## config.mk

```make
export PLATFORM = sky130hd
export DESIGN_NAME = sdwp_port
export DESIGN_NICKNAME = d
export VERILOG_FILES = /design/src/design/sdwp_pkg.sv /design/src/design/sdwp_buf_if.sv /design/src/design/sdwp_byte_buf.sv /design/src/design/sdwp_port.sv
export SDC_FILE = /design/constraint.sdc
export NUM_CORES = 1
export LEC_CHECK = 0
export BUFFER_PORTS_ARGS = -buffer_cell sky130_fd_sc_hd__buf_2
export CELL_PAD_IN_SITES_DETAIL_PLACEMENT = 0
export CELL_PAD_IN_SITES_GLOBAL_PLACEMENT = 1
export CORE_ASPECT_RATIO = 0.5
export CORE_MARGIN = 10
export CORE_UTILIZATION = 47
export DETAILED_ROUTE_END_ITERATION = 6
export PLACE_DENSITY = 0.85
export SYNTH_ARGS = -nofsm -noshare
export SYNTH_HDL_FRONTEND = slang
export SYNTH_SLANG_ARGS = --single-unit
export TNS_END_PERCENT = 100
```

## constraint.sdc

```tcl
create_clock -name clk -period 3.47 [get_ports clk]
set_input_delay 0.694 -clock clk [delete_from_list [all_inputs] [get_ports clk]]
set_output_delay 0.694 -clock clk [all_outputs]
set_load 0.02 [all_outputs]
```

## src/design/sdwp_pkg.sv

```systemverilog
`default_nettype none
package sdwp_pkg;
    // Field widths
    localparam int LEN_W = 8;
    localparam int ADDR_W = 16;
    localparam int CNT_W = 9;
    // Serial clock divider: four system clocks per serial bit
    localparam logic [1:0] DIV_RISE = 2'h2;
    localparam logic [1:0] DIV_LAST = 2'h3;
    localparam logic [2:0] BIT_LAST = 3'h7;
    // Byte buffer depth
    localparam int BUF_DEPTH = 4;
    localparam int PTR_W = 2;
    localparam logic [2:0] BUF_FULL = 3'h4;
    // Memory arbitration class of this port
    localparam logic [1:0] PRIO_LOWEST = 2'h0;
    // Counter reset value and increment step
    localparam logic [CNT_W-1:0] CNT_ZERO = 9'h000;
    localparam logic [CNT_W-1:0] CNT_ONE = 9'h001;

    // Shifter states, Gray along IDLE-WAIT-LATCH-SHIFT
    typedef enum logic [2:0] {
        ST_IDLE = 3'h0,
        ST_WAIT = 3'h1,
        ST_LATCH = 3'h3,
        ST_SHIFT = 3'h2,
        ST_RST = 3'h6
    } sdwp_state_e;
endpackage
`default_nettype wire

```

## src/design/sdwp_buf_if.sv

```systemverilog
`default_nettype none
interface sdwp_buf_if;
    logic pushValid;
    logic [7:0] pushData;
    logic full;
    logic popReady;
    logic [7:0] popData;
    logic empty;
    modport buffer (input pushValid, pushData, popReady,
                    output full, popData, empty);
    modport user (output pushValid, pushData, popReady,
                  input full, popData, empty);
endinterface
`default_nettype wire

```

## src/design/sdwp_byte_buf.sv

```systemverilog
`default_nettype none
module sdwp_byte_buf
    import sdwp_pkg::*;
(
    input wire logic clk,
    input wire logic rst_n,
    input wire logic flush,
    sdwp_buf_if.buffer bus
);
    logic [7:0] mem [BUF_DEPTH];
    logic [PTR_W-1:0] wrPtr_q;
    logic [PTR_W-1:0] rdPtr_q;
    logic [2:0] cnt_q;
    logic [7:0] popData_q;
    wire doPush;
    wire doPop;

    // Handshake decode
    assign doPush = bus.pushValid && !bus.full;
    assign doPop = bus.popReady && !bus.empty;
    assign bus.full = (cnt_q == BUF_FULL);
    assign bus.empty = (cnt_q == 3'h0);
    assign bus.popData = popData_q;

    // Storage, one write enable per entry
    for (genvar i = 0; i < BUF_DEPTH; i++) begin : gEntry
        always_ff @(posedge clk) begin
            if (doPush && wrPtr_q == PTR_W'(i)) begin
                mem[i] <= bus.pushData;
            end
        end
    end

    // Pointers and fill level
    always_ff @(posedge clk or negedge rst_n) begin
        if (!rst_n) begin
            wrPtr_q <= '0;
            rdPtr_q <= '0;
            cnt_q <= 3'h0;
            popData_q <= 8'h00;
        end else if (flush) begin
            wrPtr_q <= '0;
            rdPtr_q <= '0;
            cnt_q <= 3'h0;
        end else begin
            wrPtr_q <= wrPtr_q + PTR_W'(doPush);
            rdPtr_q <= rdPtr_q + PTR_W'(doPop);
            cnt_q <= cnt_q + 3'(doPush) - 3'(doPop);
            if (doPop) begin
                popData_q <= mem[rdPtr_q];
            end
        end
    end
endmodule
`default_nettype wire

```

## src/design/sdwp_port.sv

```systemverilog
`default_nettype none
module sdwp_port
    import sdwp_pkg::*;
(
    input wire logic clk,
    input wire logic rst_n,
    input wire logic cfgWrite,
    input wire logic [ADDR_W-1:0] cfgOffset,
    input wire logic cfgTrigger,
    input wire logic [LEN_W-1:0] cmdLen,
    input wire logic [LEN_W-1:0] dataLen,
    input wire logic altSelect,
    input wire logic resetReq,
    output logic memReq,
    output logic [ADDR_W-1:0] memAddr,
    output logic [1:0] memPrio,
    input wire logic memGrant,
    input wire logic memRdValid,
    input wire logic [7:0] memRdData,
    output logic panelSelectN,
    output logic panelCmd,
    output logic panelClk,
    output logic panelDout,
    output logic panelResetN,
    output logic altSelectPinOut,
    output logic altSelectPinOe,
    output logic active,
    output logic irq
);
    sdwp_state_e state_q;
    sdwp_state_e state_d;
    logic trigPulse_q;
    logic [ADDR_W-1:0] offset_q;
    logic [LEN_W-1:0] cmdLen_q;
    logic [CNT_W-1:0] total_q;
    logic [CNT_W-1:0] fetchCnt_q;
    logic [CNT_W-1:0] sentCnt_q;
    logic pending_q;
    logic [1:0] divCnt_q;
    logic [2:0] bitCnt_q;
    logic [7:0] shift_q;
    logic sel_q;
    logic cmd_q;
    logic clk_q;
    logic dout_q;
    logic rstN_q;
    logic alt_q;
    logic irq_q;
    logic [ADDR_W-1:0] memAddr_q;
    sdwp_buf_if bufIf ();
    // Decode of progress
    wire busy = (state_q != ST_IDLE) && (state_q != ST_RST);
    wire allSent = (sentCnt_q == total_q);
    wire byteEnd = (state_q == ST_SHIFT) && (divCnt_q == DIV_LAST)
        && (bitCnt_q == BIT_LAST);
    wire isData = (sentCnt_q >= {1'b0, cmdLen_q});
    wire fetchMore = busy && (fetchCnt_q != total_q);

    // Memory request side, lowest arbitration class
    assign memReq = fetchMore && !pending_q && !bufIf.full;
    assign memPrio = PRIO_LOWEST;
    assign memAddr = memAddr_q;
    assign bufIf.pushValid = memRdValid;
    assign bufIf.pushData = memRdData;
    assign bufIf.popReady = (state_q == ST_WAIT) && !allSent;
    sdwp_byte_buf uBuf (
        .clk(clk),
        .rst_n(rst_n),
        .flush(trigPulse_q),
        .bus(bufIf.buffer)
    );

    // Pin outputs and select routing
    assign panelSelectN = alt_q ? 1'b1 : sel_q;
    assign altSelectPinOut = sel_q;
    assign altSelectPinOe = alt_q;
    assign panelCmd = cmd_q;
    assign panelClk = clk_q;
    assign panelDout = dout_q;
    assign panelResetN = rstN_q;
    assign active = busy;
    assign irq = irq_q;

    // One-clock trigger pulse after the offset write
    always_ff @(posedge clk or negedge rst_n) begin
        if (!rst_n) begin
            trigPulse_q <= 1'b0;
        end else begin
            trigPulse_q <= cfgWrite && cfgTrigger && !trigPulse_q;
        end
    end

    // Offset latched on each write, lengths at the trigger; route only while not busy (idle or panel reset)
    always_ff @(posedge clk or negedge rst_n) begin
        if (!rst_n) begin
            offset_q <= '0;
            cmdLen_q <= '0;
            total_q <= CNT_ZERO;
            alt_q <= 1'b0;
        end else begin
            if (cfgWrite) begin
                offset_q <= cfgOffset;
            end
            if (trigPulse_q) begin
                cmdLen_q <= cmdLen;
                total_q <= CNT_W'(cmdLen) + CNT_W'(dataLen);
            end
            if (!busy) begin
                alt_q <= altSelect;
            end
        end
    end

    // Fetch counter and single outstanding read
    always_ff @(posedge clk or negedge rst_n) begin
        if (!rst_n) begin
            fetchCnt_q <= CNT_ZERO;
            pending_q <= 1'b0;
            memAddr_q <= '0;
        end else if (trigPulse_q) begin
            fetchCnt_q <= CNT_ZERO;
            pending_q <= 1'b0;
            memAddr_q <= offset_q;
        end else begin
            if (memReq && memGrant) begin
                fetchCnt_q <= fetchCnt_q + CNT_ONE;
                memAddr_q <= memAddr_q + ADDR_W'(1);
                pending_q <= 1'b1;
            end else if (memRdValid) begin
                pending_q <= 1'b0;
            end
        end
    end

    // Shifter state machine
    always_comb begin
        state_d = state_q;
        case (state_q)
            ST_IDLE: begin
                if (resetReq) begin
                    state_d = ST_RST;
                end else if (trigPulse_q) begin
                    state_d = ST_WAIT;
                end
            end
            ST_WAIT: begin
                if (allSent) begin
                    state_d = ST_IDLE;
                end else if (resetReq) begin
                    state_d = ST_RST;
                end else if (!bufIf.empty) begin
                    state_d = ST_LATCH;
                end
            end
            ST_LATCH: begin
                state_d = ST_SHIFT;
            end
            ST_SHIFT: begin
                if (byteEnd) begin
                    state_d = ST_WAIT;
                end
            end
            ST_RST: begin
                if (!resetReq) begin
                    state_d = ST_IDLE;
                end
            end
            default: begin
                state_d = ST_IDLE;
            end
        endcase
    end
    // State register
    always_ff @(posedge clk or negedge rst_n) begin
        if (!rst_n) begin
            state_q <= ST_IDLE;
        end else begin
            state_q <= state_d;
        end
    end

    // Byte counter and clock divider
    always_ff @(posedge clk or negedge rst_n) begin
        if (!rst_n) begin
            sentCnt_q <= CNT_ZERO;
            divCnt_q <= 2'h0;
            bitCnt_q <= 3'h0;
        end else begin
            if (trigPulse_q) begin
                sentCnt_q <= CNT_ZERO;
            end else if (byteEnd) begin
                sentCnt_q <= sentCnt_q + CNT_ONE;
            end
            if (state_q == ST_SHIFT) begin
                divCnt_q <= divCnt_q + 2'h1;
                if (divCnt_q == DIV_LAST) begin
                    bitCnt_q <= bitCnt_q + 3'h1;
                end
            end else begin
                divCnt_q <= 2'h0;
                bitCnt_q <= 3'h0;
            end
        end
    end

    // Serial pins: data moves on falling edge, panel samples rising
    always_ff @(posedge clk or negedge rst_n) begin
        if (!rst_n) begin
            shift_q <= 8'h00;
            dout_q <= 1'b0;
            clk_q <= 1'b0;
            cmd_q <= 1'b0;
        end else if (state_q == ST_LATCH) begin
            shift_q <= bufIf.popData;
            dout_q <= bufIf.popData[7];
            cmd_q <= isData;
            clk_q <= 1'b0;
        end else if (state_q == ST_SHIFT) begin
            if (divCnt_q == DIV_RISE) begin
                clk_q <= 1'b1;
            end else if (divCnt_q == DIV_LAST) begin
                clk_q <= 1'b0;
                shift_q <= {shift_q[6:0], 1'b0};
                dout_q <= shift_q[6];
            end
        end else begin
            clk_q <= 1'b0;
        end
    end

    // Select, panel reset and end-of-transfer interrupt
    always_ff @(posedge clk or negedge rst_n) begin
        if (!rst_n) begin
            sel_q <= 1'b1;
            rstN_q <= 1'b1;
            irq_q <= 1'b0;
        end else begin
            if (state_q == ST_LATCH) begin
                sel_q <= 1'b0;
            end else if (state_d == ST_IDLE || state_d == ST_RST) begin
                sel_q <= 1'b1;
            end
            rstN_q <= (state_d != ST_RST);
            if (state_q == ST_WAIT && allSent) begin
                irq_q <= 1'b1;
            end else if (trigPulse_q) begin
                irq_q <= 1'b0;
            end
        end
    end

    // Checks
    chk_trig_single: assert property (@(posedge clk) disable iff (!rst_n)
        trigPulse_q |=> !trigPulse_q)
        else $error("trigger pulse longer than one clock");
    chk_irq_clear: assert property (@(posedge clk) disable iff (!rst_n)
        trigPulse_q |=> !irq)
        else $error("interrupt not cleared by trigger");
    chk_clk_idle: assert property (@(posedge clk) disable iff (!rst_n)
        !active |-> !panelClk)
        else $error("serial clock toggles while idle");
    chk_sel_shift: assert property (@(posedge clk) disable iff (!rst_n)
        state_q == ST_SHIFT |-> !sel_q && active)
        else $error("select high while shifting");
    chk_msb_first: assert property (@(posedge clk) disable iff (!rst_n)
        state_q == ST_LATCH |=> panelDout == $past(bufIf.popData[7]))
        else $error("first bit is not the MSB");
    chk_cmd_flag: assert property (@(posedge clk) disable iff (!rst_n)
        state_q == ST_SHIFT |-> panelCmd == isData)
        else $error("command flag wrong for byte kind");
    chk_reset_byte: assert property (@(posedge clk) disable iff (!rst_n)
        $fell(panelResetN) |-> $past(state_q) != ST_SHIFT)
        else $error("panel reset cut a byte");
    chk_req_bound: assert property (@(posedge clk) disable iff (!rst_n)
        memReq |-> fetchCnt_q < total_q && memPrio == PRIO_LOWEST)
        else $error("memory request beyond programmed length");
    chk_byte_count: assert property (@(posedge clk) disable iff (!rst_n)
        $rose(irq) |-> sentCnt_q == total_q && sel_q)
        else $error("transfer ended with wrong byte count");
    chk_bit_period: assert property (@(posedge clk) disable iff (!rst_n)
        $rose(panelClk) |=> !panelClk [*3])
        else $error("serial clock high time wrong");
endmodule
`default_nettype wire

```

==> reports/metrics.cfg <==
[synthesis]
async_flop_share_pct=76.8
synth_edf_count=32
synth_area_leaders=dfrtp_1, edfxtp_1, ha_1
synth-main-ff-cell=dfrtp_1
synth_top_area_share_pct=39.3
syn_area_mm2=0.00663
synth_seq_area_share_pct=54.6
avgSynthCellArea_um2=11.9
synth_cell_types=55
yosysTopAreaCell=dfrtp_1
netlist_instances=555
yosys_warnings=0
ys_ff_latch=138

[die]
die_h_um=104
rows=30
io_pins=76
dieArea_mm2=0.0195
core_mm2=0.0137
die_w_um=188
start_util_pct=48.5

[power]
leakagePower_nw=3.40
p_switching_mw=1.74
intPower_mw=3.60
power_mw=5.34
power.density_mw_per_mm2=690
clkPwrFrac_pct=33.4
ir_drop_uv=342
share_comb_of_total_power_pct=24.1
pwr-share-seq_pct=42.5
sw_frac_of_total_pct=32.5

[worst_setup_path]
worstPathArrival_ps=3060
endpoint_kind=flip-flop
criticalPathCategory=reg2reg
crit_path_cell_trace=xnor2_1 -> nand4_2 -> nor4_4 -> nor3_1 -> ha_1 -> inv_1 -> ha_1 -> inv_1 -> fa_1 -> xor2_1 -> xnor2_1 -> nor2_1
critPathLaunchType=flip-flop
crit_start=sentCnt_q[8]$_DFFE_PN0P_
crit_required_ps=3740
r2r-start=sentCnt_q[8]$_DFFE_PN0P_
worst_path_max_delay_cell=dfrtp_1
cpPeakStageDelay_ps=430
critPathMaxFanout=6

[timing]
period_minus_slack_ps=2790
finalSetupTns_ps=0
finalHoldViolations=0
drv_slew=0
setup_viol=0
finalCritPeriodShare_pct=80.4
skew_ps=10.7
timing.fmax_mhz=359
finalWorstSetupSlack_ps=681
holdWs_ps=310
rsz0062_at_grt=false
max_slew.worst_pin.slew_ps=865
maxSlewHeadroom_pct=42.3

[layout]
final_cell_mix=dfrtp_1, buf_2, nand2_1, o21ai_0, nor2_1
area_delta_synth_final_pct=16.7
layout.cells.non_filler=832
layout_commonest_cell=dfrtp_1
fin_nets=704
finalInstanceArea_mm2=0.00773
final_layout_size_suffix_gt1_share_pct=25.0
final_core_util_pct=56.6
n_antenna_cell=0

[drt]
via_per_inst=5.05
firstDrtPassIters=4
drt_wl_total_um=13300
drcViolationCount=0
wl_per_cell_um=16.0
drt-initial-drc-count=212
num_vias=4200
antenna_left=0

[placement]
post-place-ws_ps=673
placedCellCount=800
portBuffers=73
dp_hpwl_um=9590
gp_congestion=0.801
dpl_cell_area_mm2=0.00715

[flow_run]
drv_cap=0

[global_route]
grt-ovfl-total=0
grt_antenna_before_repair=2
track_usage_pct=14.2
grt_pass1_wl_um=22700
grt_max_degree=76
grt_pass1_vias=4423

[cts]
cts-root-buf=clkbuf_16
hold_buffers=0
path_clk_slew_ps=70
cts_buffer_depth=2
cts_inserted_buffers=17
htreeDepth=4
post_cts_resized=0
clock_sinks=138
cts_setup_buffers=0
clk-insertion-delay-late_ps=420
cts_tree=done

[worst_hold_path]
hold_class=in2async

[outcome]
outcome=finished clean

-- registers in the layout, summed over array words and instances, names as in the netlist, 7 cells and up --
signal,flops
uBuf.bus.popData,8
total_q,9
sentCnt_q,9
shift_q,7
memAddr,16
cmdLen_q,8
fetchCnt_q,9
offset_q,16
uBuf.mem,32
-- Yosys cell counts, drive strengths merged (8+ instances only) --
library cell,count
dfrtp,104
nand2,49
o21ai,42
buf,14
clkbuf,12
mux4,8
and3,12
xnor2,29
inv,25
edfxtp,32
a21oi,10
mux2,31
nor2,34
ha,27
and2,8
nand4,20
xor2,28
mux2i,11
-- power groups by stage --
stage                     sequential (mW)  clock, mW  combinational, mW
final                                2.27       1.78               1.28
after global routing                 2.32       1.90               1.45
after CTS                            2.27       1.81               1.31
after detailed placement             2.30          0               1.30
after global placement               2.28          0               1.28
after floorplan                      2.31          0              0.904
-- cells by family after synthesis --
family | after synthesis | synth area share, %
DFF | 138 | 54.6
other | 1 | 0.0566
buffers and inverters | 52 | 3.53
xor gates and xnor gates | 57 | 7.53
adders and majority gates | 29 | 5.70
and+or+nand+nor | 155 | 12.0
muxes | 50 | 10.1
AOI/OAI and AO/OA | 73 | 6.57
-- path summary, 6_finish.rpt --
kind / depth (start not counted) / end / slack, ps
setup reg to reg: 12 / uBuf.cnt_q[2]$_DFF_PN0_ / 680
min in group clk: 1 / divCnt_q[0]$_DFF_PN0_ / 470
max in group asynchronous: 2 / memAddr[6]$_DFFE_PN0P_ / 2390
setup / recovery: 12 / uBuf.cnt_q[2]$_DFF_PN0_ / 680
hold reg to reg: 1 / divCnt_q[0]$_DFF_PN0_ / 470
hold / removal: 1 / panelDout$_DFFE_PN0P_ / 310
-- layout make-up --
class	instances	area, um2
Fill cell	1166	5930
Sequential cell	138	3620
Multi-Input combinational cell	366	2780
Clock buffer	17	425
Timing Repair Buffer	78	418
Tap cell	192	240
Clock inverter	15	154
Inverter	26	97.6
-- per-layer routing --
metal	global-route usage (%)	routed length (um)	up-vias
li1	-	-	2093
met1	18.7	6340	2004
met2	21.2	5990	84
met3	5.76	880	17
met4	3.86	115	2
met5	0	13	-
-- worst max-delay path: cells and delay by family, from the launching register on --
family	cells	cell delay, ps
fa+ha+maj	3	810
simple gates	4	760
xor+xnor	3	550
flops	1	430
buf+inv	2	110
No activity file was read; power rests on OpenSTA's default activity.
